`config.mk`:
```
export PLATFORM = sky130hd
export DESIGN_NAME = sps_store
export DESIGN_NICKNAME = d
export VERILOG_FILES = /design/src/hdl/sps_pkg.sv /design/src/hdl/sps_event_gate.sv /design/src/hdl/sps_store.sv
export SDC_FILE = /design/constraint.sdc
export NUM_CORES = 1
export LEC_CHECK = 0
export CORE_AREA = 2 2 214 216
export DETAILED_ROUTE_END_ITERATION = 7
export DIE_AREA = 0 0 216 218
export DONT_BUFFER_PORTS = 1
export PLACE_DENSITY = 0.62
export REMOVE_ABC_BUFFERS = 1
export SYNTH_ARGS = -nofsm -noshare
export SYNTH_HDL_FRONTEND = slang
export SYNTH_HIERARCHICAL = 1
export SYNTH_SLANG_ARGS = --single-unit
```
`constraint.sdc`:
```
create_clock -name clk -period 36.2 [get_ports clk]
set_clock_uncertainty 0.05 [all_clocks]
set_input_delay 5.43 -clock clk [delete_from_list [all_inputs] [get_ports clk]]
set_output_delay 5.43 -clock clk [all_outputs]
set_load 0.02 [all_outputs]
```
`src/hdl/sps_pkg.sv`:
```
// setup parameter store: shared constants, field layouts and types
// assumes one 100 MHz clock; all ports synchronous to it
package sps_pkg;

    // ****************************************************************
    // error classes and defaults
    // ****************************************************************
    localparam int        NUM_ERR_CLASSES = 7;
    localparam int        MAX_LINES       = 8;
    localparam logic [6:0] TRAP_DEFAULT   = 7'h7b; // bit2 active interrupt off
    localparam logic [15:0] TIMEOUT_DEFAULT = 16'h00c8;
    localparam logic [15:0] TIMEOUT_MAX     = 16'hea60;
    localparam logic [7:0]  HALT_DEFAULT    = 8'h13;
    localparam logic [7:0]  RESUME_DEFAULT  = 8'h11;
    localparam logic [31:0] TERM_DEFAULT    = 32'h00000d0a;
    localparam logic [7:0]  LINE_LEN_DEFAULT = 8'h4f;
    localparam logic [7:0]  LINE_LEN_MIN     = 8'h0a;

    // ****************************************************************
    // parameter selectors for the write port
    // ****************************************************************
    typedef enum logic [3:0] {
        SPS_SEL_TRAP,
        SPS_SEL_LINE,
        SPS_SEL_BUS_ADDR,
        SPS_SEL_RUN_ADDR,
        SPS_SEL_TIMEOUT,
        SPS_SEL_EXERCISE,
        SPS_SEL_BEEP,
        SPS_SEL_HALT,
        SPS_SEL_RESUME,
        SPS_SEL_TERM,
        SPS_SEL_LINE_LEN
    } sps_sel_t;

    // one operator entry: selector, item index, value
    typedef struct packed {
        sps_sel_t    sel;
        logic [2:0]  idx;
        logic [31:0] value;
    } sps_entry_t;

    // the whole configuration set as exported
    typedef struct packed {
        logic [6:0]  trap_en;
        logic [7:0]  line_en;
        logic [31:0] bus_test_addr;
        logic [31:0] target_run_addr;
        logic [15:0] timeout;
        logic        error_loop_prompt_enable;
        logic        beep_enable;
        logic        aux_present;
        logic [7:0]  halt_char;
        logic [7:0]  resume_char;
        logic [31:0] line_terminator;
        logic [7:0]  max_line_length;
    } sps_cfg_t;

    // what the pod supplies
    typedef struct packed {
        logic [7:0]  line_mask;
        logic [31:0] bus_test_addr;
        logic [31:0] target_run_addr;
    } sps_pod_t;

endpackage

```
`src/hdl/sps_event_gate.sv`:
```
// error event gate: filters error classes and forms reports and beeps
// assumes error levels arrive synchronous to clk, one bit per class
`timescale 1ns/1ns
`default_nettype none
module sps_event_gate #(
    parameter int NCLS = 7
) (
    input  wire logic            clk,
    input  wire logic            rst_n,
    input  wire logic [NCLS-1:0] err_level,
    input  wire logic [NCLS-1:0] enable,
    input  wire logic            exercise,
    input  wire logic            beep_en,
    output logic [NCLS-1:0]      show_ff,
    output logic [NCLS-1:0]      serial_ff,
    output logic                 loop_prompt_ff,
    output logic                 beep_ff
);
    if (NCLS < 1) begin : g_bad_ncls
        $error("sps_event_gate: NCLS must be positive");
    end

    logic [NCLS-1:0] prev_ff;
    wire  [NCLS-1:0] gated = err_level & enable;
    wire  [NCLS-1:0] rise  = gated & ~prev_ff;
    wire  [NCLS-1:0] fall  = prev_ff & ~gated;
    // exercise off still sends to serial, but never shows or prompts
    wire  [NCLS-1:0] nxt_show   = exercise ? rise : '0;
    wire             nxt_prompt = exercise & (|rise);
    wire             nxt_beep   = beep_en & (|(rise | fall));

    // one-cycle pulses per transition
    always_ff @(posedge clk or negedge rst_n) begin
        if (!rst_n) begin
            prev_ff        <= '0;
            show_ff        <= '0;
            serial_ff      <= '0;
            loop_prompt_ff <= 1'b0;
            beep_ff        <= 1'b0;
        end else begin
            prev_ff        <= gated;
            show_ff        <= nxt_show;
            serial_ff      <= rise;
            loop_prompt_ff <= nxt_prompt;
            beep_ff        <= nxt_beep;
        end
    end
endmodule
`default_nettype wire

```
`src/hdl/sps_store.sv`:
```
// setup parameter store top: holds operator configuration and gates errors
// assumes all inputs synchronous to clk; pod values stable around reset
`timescale 1ns/1ns
`default_nettype none
module sps_store #(
    parameter int NUM_LINES = sps_pkg::MAX_LINES
) (
    input  wire logic                clk,
    input  wire logic                nrst,
    input  wire sps_pkg::sps_pod_t   pod,
    input  wire logic                aux_detect,
    input  wire logic                immediate_mode,
    input  wire logic                wr_req,
    input  wire sps_pkg::sps_entry_t wr_entry,
    input  wire logic                export_req,
    input  wire logic                bus_test_req,
    input  wire logic                run_req,
    input  wire logic                run_addr_given,
    input  wire logic [31:0]         run_addr_in,
    input  wire logic [6:0]          err_level,
    output sps_pkg::sps_cfg_t        cfg_ff,
    output logic                     wr_ack_ff,
    output logic                     wr_reject_ff,
    output logic                     export_valid_ff,
    output sps_pkg::sps_cfg_t        export_ff,
    output logic                     bus_test_go_ff,
    output logic [31:0]              bus_test_addr_ff,
    output logic                     run_go_ff,
    output logic [31:0]              run_addr_ff,
    output logic [6:0]               err_show_ff,
    output logic [6:0]               err_serial_ff,
    output logic                     loop_prompt_ff,
    output logic                     beep_ff
);
    // a pod never declares more than eight switchable lines
    if (NUM_LINES < 1 || NUM_LINES > sps_pkg::MAX_LINES) begin : g_bad_lines
        $error("sps_store: NUM_LINES must be 1..8");
    end

    // ****************************************************************
    // reset release
    // ****************************************************************
    logic rst_meta_ff;
    logic rst_n_ff;

    // asynchronous assert, two-stage synchronous release
    always_ff @(posedge clk or negedge nrst) begin
        if (!nrst) begin
            rst_meta_ff <= 1'b0;
            rst_n_ff    <= 1'b0;
        end else begin
            rst_meta_ff <= 1'b1;
            rst_n_ff    <= rst_meta_ff;
        end
    end

    // ****************************************************************
    // power-on load of pod defaults and aux detection
    // ****************************************************************
    // high from the cycle after the pod defaults are caught
    logic loaded_ff;

    // pod values are straps: caught by a clocked load after release
    wire do_load = ~loaded_ff;

    always_ff @(posedge clk or negedge rst_n_ff) begin
        if (!rst_n_ff) begin
            loaded_ff <= 1'b0;
        end else begin
            loaded_ff <= 1'b1;
        end
    end

    // ****************************************************************
    // entry range checks
    // ****************************************************************
    // refuses values outside each entry's range
    function automatic logic in_range(input sps_pkg::sps_sel_t s,
                                      input logic [31:0] v,
                                      input logic [7:0] mask,
                                      input logic [2:0] i);
        logic ok;
        ok = 1'b1;
        unique case (s)
            sps_pkg::SPS_SEL_TRAP: begin
                ok = (v[31:1] == 31'h0) && (int'(i) < sps_pkg::NUM_ERR_CLASSES);
            end
            sps_pkg::SPS_SEL_LINE: begin
                ok = (v[31:1] == 31'h0) && mask[i];
            end
            sps_pkg::SPS_SEL_BUS_ADDR: begin
                ok = 1'b1;
            end
            sps_pkg::SPS_SEL_RUN_ADDR: begin
                ok = 1'b1;
            end
            sps_pkg::SPS_SEL_TIMEOUT: begin
                ok = v <= {16'h0, sps_pkg::TIMEOUT_MAX};
            end
            sps_pkg::SPS_SEL_EXERCISE: begin
                ok = v[31:1] == 31'h0;
            end
            sps_pkg::SPS_SEL_BEEP: begin
                ok = v[31:1] == 31'h0;
            end
            sps_pkg::SPS_SEL_HALT: begin
                ok = v[31:8] == 24'h0;
            end
            sps_pkg::SPS_SEL_RESUME: begin
                ok = v[31:8] == 24'h0;
            end
            sps_pkg::SPS_SEL_TERM: begin
                ok = 1'b1;
            end
            sps_pkg::SPS_SEL_LINE_LEN: begin
                ok = (v[31:8] == 24'h0) && (v[7:0] >= sps_pkg::LINE_LEN_MIN);
            end
            default: begin
                ok = 1'b0;
            end
        endcase
        return ok;
    endfunction

    // auxiliary serial entries need the fitted interface
    function automatic logic is_aux(input sps_pkg::sps_sel_t s);
        return (s == sps_pkg::SPS_SEL_HALT) || (s == sps_pkg::SPS_SEL_RESUME) ||
               (s == sps_pkg::SPS_SEL_TERM) || (s == sps_pkg::SPS_SEL_LINE_LEN);
    endfunction

    // ****************************************************************
    // write decode
    // ****************************************************************
    // lines the pod declared switchable, caught at the load cycle
    logic [7:0] line_mask_ff;
    wire  [7:0] line_mask_eff = line_mask_ff;

    // a refused entry leaves the stored value alone
    wire mode_ok   = immediate_mode;
    wire aux_ok    = ~is_aux(wr_entry.sel) | cfg_ff.aux_present;
    wire range_ok  = in_range(wr_entry.sel, wr_entry.value, line_mask_eff, wr_entry.idx);
    wire accept    = wr_req & loaded_ff & mode_ok & aux_ok & range_ok;
    wire reject    = wr_req & ~accept;
    wire [6:0] trap_bit = 7'h01 << wr_entry.idx;
    wire [7:0] line_bit = 8'h01 << wr_entry.idx;

    sps_pkg::sps_cfg_t nxt_cfg;

    // next configuration from the accepted entry
    always_comb begin
        nxt_cfg = cfg_ff;
        if (accept) begin
            unique case (wr_entry.sel)
                sps_pkg::SPS_SEL_TRAP: begin
                    nxt_cfg.trap_en = wr_entry.value[0] ?
                        (cfg_ff.trap_en | trap_bit) : (cfg_ff.trap_en & ~trap_bit);
                end
                sps_pkg::SPS_SEL_LINE: begin
                    nxt_cfg.line_en = wr_entry.value[0] ?
                        (cfg_ff.line_en | line_bit) : (cfg_ff.line_en & ~line_bit);
                end
                sps_pkg::SPS_SEL_BUS_ADDR: begin
                    nxt_cfg.bus_test_addr = wr_entry.value;
                end
                sps_pkg::SPS_SEL_RUN_ADDR: begin
                    nxt_cfg.target_run_addr = wr_entry.value;
                end
                sps_pkg::SPS_SEL_TIMEOUT: begin
                    nxt_cfg.timeout = wr_entry.value[15:0];
                end
                sps_pkg::SPS_SEL_EXERCISE: begin
                    nxt_cfg.error_loop_prompt_enable = wr_entry.value[0];
                end
                sps_pkg::SPS_SEL_BEEP: begin
                    nxt_cfg.beep_enable = wr_entry.value[0];
                end
                sps_pkg::SPS_SEL_HALT: begin
                    nxt_cfg.halt_char = wr_entry.value[7:0];
                end
                sps_pkg::SPS_SEL_RESUME: begin
                    nxt_cfg.resume_char = wr_entry.value[7:0];
                end
                sps_pkg::SPS_SEL_TERM: begin
                    nxt_cfg.line_terminator = wr_entry.value;
                end
                sps_pkg::SPS_SEL_LINE_LEN: begin
                    nxt_cfg.max_line_length = wr_entry.value[7:0];
                end
                default: begin
                    nxt_cfg = cfg_ff;
                end
            endcase
        end
    end

    // ****************************************************************
    // configuration registers
    // ****************************************************************
    // the load cycle takes pod defaults; later cycles take operator entries
    always_ff @(posedge clk or negedge rst_n_ff) begin
        if (!rst_n_ff) begin
            cfg_ff.trap_en                  <= sps_pkg::TRAP_DEFAULT;
            cfg_ff.line_en                  <= '0;
            cfg_ff.bus_test_addr            <= '0;
            cfg_ff.target_run_addr          <= '0;
            cfg_ff.timeout                  <= sps_pkg::TIMEOUT_DEFAULT;
            cfg_ff.error_loop_prompt_enable <= 1'b1;
            cfg_ff.beep_enable              <= 1'b1;
            cfg_ff.aux_present              <= 1'b0;
            cfg_ff.halt_char                <= sps_pkg::HALT_DEFAULT;
            cfg_ff.resume_char              <= sps_pkg::RESUME_DEFAULT;
            cfg_ff.line_terminator          <= sps_pkg::TERM_DEFAULT;
            cfg_ff.max_line_length          <= sps_pkg::LINE_LEN_DEFAULT;
            line_mask_ff                    <= '0;
        end else if (do_load) begin
            cfg_ff                 <= cfg_ff;
            cfg_ff.bus_test_addr   <= pod.bus_test_addr;
            cfg_ff.target_run_addr <= pod.target_run_addr;
            cfg_ff.aux_present     <= aux_detect;
            line_mask_ff           <= pod.line_mask & ((8'h01 << NUM_LINES) - 8'h01);
        end else begin
            cfg_ff <= nxt_cfg;
        end
    end

    // ****************************************************************
    // write answer, export, bus test and run launch
    // ****************************************************************
    // the run address falls back to the stored one when none is keyed
    wire [31:0] nxt_run_addr = run_addr_given ? run_addr_in : cfg_ff.target_run_addr;

    // write answer pulses, one cycle after the request
    always_ff @(posedge clk or negedge rst_n_ff) begin
        if (!rst_n_ff) begin
            wr_ack_ff    <= 1'b0;
            wr_reject_ff <= 1'b0;
        end else begin
            wr_ack_ff    <= accept;
            wr_reject_ff <= reject;
        end
    end

    // export snapshot holds until the next export
    always_ff @(posedge clk or negedge rst_n_ff) begin
        if (!rst_n_ff) begin
            export_valid_ff <= 1'b0;
            export_ff       <= '0;
        end else begin
            export_valid_ff <= export_req & loaded_ff;
            if (export_req & loaded_ff) begin
                export_ff <= cfg_ff;
            end
        end
    end

    // bus test launch with the stored address
    always_ff @(posedge clk or negedge rst_n_ff) begin
        if (!rst_n_ff) begin
            bus_test_go_ff   <= 1'b0;
            bus_test_addr_ff <= '0;
        end else begin
            bus_test_go_ff <= bus_test_req & loaded_ff;
            if (bus_test_req) begin
                bus_test_addr_ff <= cfg_ff.bus_test_addr;
            end
        end
    end

    // run launch; the address holds until the next run request
    always_ff @(posedge clk or negedge rst_n_ff) begin
        if (!rst_n_ff) begin
            run_go_ff   <= 1'b0;
            run_addr_ff <= '0;
        end else begin
            run_go_ff <= run_req & loaded_ff;
            if (run_req) begin
                run_addr_ff <= nxt_run_addr;
            end
        end
    end

    // ****************************************************************
    // error report gate
    // ****************************************************************
    // reports follow the stored enables from the next cycle on
    sps_event_gate #(
        .NCLS (sps_pkg::NUM_ERR_CLASSES)
    ) u_gate (
        .clk            (clk),
        .rst_n          (rst_n_ff),
        .err_level      (err_level),
        .enable         (cfg_ff.trap_en),
        .exercise       (cfg_ff.error_loop_prompt_enable),
        .beep_en        (cfg_ff.beep_enable),
        .show_ff        (err_show_ff),
        .serial_ff      (err_serial_ff),
        .loop_prompt_ff (loop_prompt_ff),
        .beep_ff        (beep_ff)
    );

endmodule
`default_nettype wire

```
* Word-level counts from Yosys, hierarchy flattened
Index checks and enable logic that the tools add are counted.
Storage, ports and cells: output and inout bits 393, logic and storage cells 127, bits in registers 411
Operators by class: bitwise gates (word level) 25, reductions and logical operators 25, eq/ne operators 13, mux-type cells 18, $lt $le $gt $ge 4, shift operators 2
Operator list (number):
- $mux W139 | 2
- $mux W32 | 4
- $le A32 B16 Y1 const B | 1
- $mux W8 | 4
- $logic_not A31 Y1 | 1
- $and A7 B7 Y7 | 4
- $reduce_and A3 Y1 | 9
- $logic_not A24 Y1 | 1
- $not A7 Y7 | 3
- $eq A4 B3 Y1 const B | 4
- $mux W16 | 1
- $mux W7 | 2
- $or A7 B7 Y7 | 2
- $reduce_or A7 Y1 | 2
- $eq A4 B4 Y1 const B | 3
- $and A1 B1 Y1 | 10
- $and A8 B8 Y8 | 1
- $eq A4 B2 Y1 const B | 2
- $ge A8 B4 Y1 const B | 1
- $not A8 Y8 | 1
- $or A8 B8 Y8 | 1
- $shl A1 B3 Y8 const A | 1
- $pmux W1 S7 | 1
- $shl A1 B3 Y7 const A | 1
- 14 further kinds | 25

* Depth between registers and ports, before layout
depth in word-level cells 10, gate-level depth with buffers 8, gate-level depth less buffers 6

* Hierarchy
Netlist, hierarchy kept.
Modules (own cells, without submodules):
- sps_store | area each 15721.3 um^2, times used 1, cells an instance 1086, sequential area each 9741.8 um^2
- sps_event_gate | area each 828.3 um^2, times used 1, cells an instance 58, sequential area each 575.6 um^2

* Worst setup path before layout
No wires, ideal clock.
path kind input to register, start point input port wr_entry[35] (netlist bit), end point register cfg_ff[67] (netlist bit), setup time 0.128 ns, cell stages on the path 8, setup slack 28.630 ns, data arrival time 7.393 ns, cell sequence buf_6 nand2b_4 a311o_1 or4_4 a22oi_4 o2111ai_4 buf_6 mux2_1
Between the ends: longest elaborated chain between the ends 9, elaborated cells on any way between the ends 23, those cells by class 10 x eq/ne; 1 x mux; 4 x bitwise; 8 x reduce/logical
RTL lines:
- from (decl) | RTL line sps_store.sv:14 | input wire sps_pkg::sps_entry_t wr_entry,
- $eq A4 B3 Y1 or $eq A4 B4 Y1 (tied branches) | RTL line sps_store.sv:84, sps_store.sv:127
- $logic_or A1 B1 Y1 (2 in series) | RTL line sps_store.sv:127 | return (s == sps_pkg::SPS_SEL_HALT) || (s == sps_pkg::SPS_SEL_RESUME) ||
- $logic_or A1 B1 Y1 | RTL line sps_store.sv:128 | (s == sps_pkg::SPS_SEL_TERM) || (s == sps_pkg::SPS_SEL_LINE_LEN);
- $not A1 Y1 | RTL line sps_store.sv:140 | wire aux_ok = ~is_aux(wr_entry.sel) | cfg_ff.aux_present;
- $or A1 B1 Y1 | RTL line sps_store.sv:140
- $and A1 B1 Y1 (2 in series) | RTL line sps_store.sv:142 | wire accept = wr_req & loaded_ff & mode_ok & aux_ok & range_ok;
- $reduce_and A3 Y1 (no line) (*)
- to (signal assigned) | RTL line sps_store.sv:216 | cfg_ff <= cfg_ff;
- to (signal assigned) | RTL line sps_store.sv:222 | cfg_ff <= nxt_cfg;
- to (decl) | RTL line sps_store.sv:21 | output sps_pkg::sps_cfg_t cfg_ff,
Every way passes the cells marked *; elsewhere a longest branch is shown, timed or not. A chain may end at the register's enable or synchronous reset.

* Worst setup path after layout
start point input port wr_entry[16] (netlist bit), end point register cfg_ff[67] (netlist bit)
Between the ends: longest elaborated chain between the ends 5, elaborated cells on any way between the ends 9, those cells by class 1 x order compare; 1 x mux; 1 x bitwise; 6 x reduce/logical
RTL lines:
- parallel branches: the longest is 2 deep, another holds $le A32 B16 Y1
- $pmux W1 S7 (*) | RTL line sps_store.sv:84 | unique case (s)
- $and A1 B1 Y1 (*) | RTL line sps_store.sv:142
- $reduce_and A3 Y1 (no line) (*)
Mark *: on every way between the ends.

==> impl_metrics.yaml <==
run_status:
  outcome: "finished, final reports clean"
worst_setup_path:
  crit_family: "simple AND/OR/NAND/NOR gates"
  crit_chain: "nor4_1 -> nand4_1 -> or4_4 -> a22oi_4 -> o2111ai_4 -> mux2_1"
  worst_setup_path_end_kind: "flop"
  criticalPathCategory: "primary input to flop"
  critPathBufInv: 0
  ff2ff_path_depth: 5
  r2r_slack_ns: 32.06
  cpPeakStageDelay_ns: 0.76
  cp-start-kind: "primary input"
  cp.required_ns: 36.61
  rr_endpoint: "export_ff[139]"
  path_depth: 6
  cp_max_fo: 16
  crit_arrival_ns: 8.68
  rr_startpoint: "loaded_ff"
  crit_path_start: "wr_entry[16]"
  cp-endpoint: "cfg_ff[67]"
  cp_slowest_cell: "nor4_1"
detailed_routing:
  via_count: 10020
  via_per_inst: 5.658
  routed_wirelength_mm: 50.42
  drtIter0Drc: 651
  antenna_left: 0
  met1_length_mm: 20.08
  wire_per_inst_um: 28.47
  drc_errors: 0
  highest_layer: "met5"
  met3_length_mm: 4.164
  route.met2.wl_mm: 25.15
  firstDrtPassIters: 6
timing:
  max_freq_mhz: 120.8
  setup_viol: 0
  fin_crit_sh_pct: 22.86
  fin_setup_tns_ns: 0
  maxSlewViolCount: 0
  timing.slew.headroom_pct: 14.04
  rsz0062_at_grt: "no"
  worst_pin_slew_ns: 1.278
  hold_viol_final: 0
  period_needed_ns: 8.276
placed_design:
  place_area_um2: 17160
  gp_congestion: 0.8391
  io_buffers: 0
  dp_hpwl_mm: 35.14
  dp_cells: 1685
grt:
  antenna_found_initial: 3
  grt_pass1_vias: 10510
  grt_pass1_wl_mm: 73.49
  gr-total-overflow: 0
  grt_max_degree: 83
  grt_usage_pct: 20.96
cells_and_area:
  layout_common_cells: "383 x dfrtp_1, 279 x mux2_2, 68 x nor2b_1, 62 x a221o_1, 47 x clkbuf_16"
  multi_input_area_um2: 5928
  drive_gt1_share_pct: 35.70
  final.fill_count: 4081
  instances_no_fill: 1771
  syn_to_final_growth_pct: 13.15
  seq_area_um2: 10320
  final_cell_area_um2: 18730
  nets: 1298
  final_common_cell: "dfrtp_1"
clock_network:
  clk_latency_ns: 0.58
  cts_tree: "done"
  cts-htree-levels: 2
  post_cts_resized: 0
  root_buffer: "clkbuf_16"
  cts_buffer_depth: 3
  post_cts_buffers: 0
  cts_made_buffers: 45
  cts.sinks: 411
  path_clk_slew_ns: 0.06
  hold_buffers: 0
logic_synthesis:
  netlist-cell-type-count: 53
  synth_edf_count: 0
  synth_ff_type: "dfrtp_1"
  ys_warn_count: 6
  synth_seq_cells: 411
  async_reset_ff_share_pct: 100.0
  synth_area_um2: 16550
  yosysSeqAreaShare_pct: 62.34
  postSynthAreaPerCell_um2: 14.47
  syn_inst: 1144
pwr:
  leakage_nw: 8.515
  powerDensity_nw_per_um2: 61.19
  max-vdd-ir-drop_v: 0.00004814
  total_power_mw: 1.146
die:
  start_util_pct: 36.86
  die_h_um: 218
  die_w_um: 216
  core_region_area_um2: 44890
  rows: 78
  die-area_um2: 47090
  ios: 552
hold_path:
  hold_path_class: "flop to flop"
  worstHoldStart: "rst_meta_ff"
run:
  cap_violations: 0
## cell families after synthesis
family                     share of synthesized area, %
and+or+nand+nor                                   6.154
muxes                                             21.46
adders and majority gates                        0.5292
buffers and inverters                             2.102
other                                           0.02266
AOI/OAI and AO/OA                                 7.394
DFF                                               62.34
## sequential cells by signal (all words and copies together), names as in the netlist, 7 cells and up, named ones only
signal / flops
run_addr_ff: 32
u_gate/serial_ff: 7
export_ff: 154
u_gate/prev_ff: 7
line_mask_eff: 8
cfg_ff: 139
bus_test_addr_ff: 32
u_gate/show_ff: 7
## cell usage after synthesis, types with 6 or more instances
cell type  instances  share of area, %
a221o_1           62               3.7
nor2_1            41              0.93
inv_1             10              0.23
and2_1            18              0.68
a21oi_1           38               1.1
nor4_1             8              0.30
buf_1              6              0.14
dfstp_2           26               4.1
mux2_1             7              0.48
clkbuf_1          63               1.4
nor3_1             8              0.24
mux2i_1           33               2.0
o311ai_0           7              0.37
nand2_1            6              0.14
dfrtp_1          385                58
mux2_2           279                19
ha_1               7              0.53
o2111ai_1          8              0.42
nor2b_1           70               2.6
## per-stage QoR
stage | worst slack (ns) | util, % | hold WS, ns
after global routing | 27.71 | 41.70 | 0.3173
after CTS | 27.87 | 41.70 | 0.2998
final | 27.92 | 41.71 | 0.2970
after floorplan | 23.89 | - | 0.2812
after detailed placement | 27.26 | 38.22 | 0.2864
after global placement | 27.33 | 38.22 | 0.2887
## area by class of cell
type                            instances  share of cell area (%)
Antenna cell                            3                 0.04009
Clock buffer                           62                   6.902
Clock inverter                         21                   1.443
Inverter                               10                  0.2138
Multi-Input combinational cell        649                   31.66
Sequential cell                       411                   55.13
Tap cell                              600                   4.009
Timing Repair Buffer                   15                  0.6013
## where the power goes
group	switching [mW]	total, mW	internal [mW]
clock	0.191	0.485	0.293
combinational	0.0308	0.0681	0.0373
sequential	0.0928	0.593	0.500
## metal layers
layer,vias to the layer above,track usage (%)
met5,-,0
met1,5340,26.18
met4,4,5.799
li1,4152,-
met2,451,35.28
met3,74,6.374
## worst min-delay path by stage
| stage | slack (ns) | end | cells past startpoint |
|---|---|---|---|
| 3_5_place_dp | 0.29 | rst_n_ff | 0 |
| 6_report | 0.30 | rst_n_ff | 0 |
| 2_1_floorplan | 0.28 | rst_n_ff | 0 |
| 3_3_place_gp | 0.29 | rst_n_ff | 0 |
| 5_1_grt | 0.32 | rst_n_ff | 0 |
| 4_1_cts | 0.30 | rst_n_ff | 0 |
## worst register-to-register path, delay by kind of cell, from the launching register on
family / cells / cell delay (ns)
buf+inv: 3 / 2.20
flops: 1 / 0.74
mux: 1 / 0.54
simple gates: 1 / 0.51
Note: power is estimated with default switching activity, not from simulation.
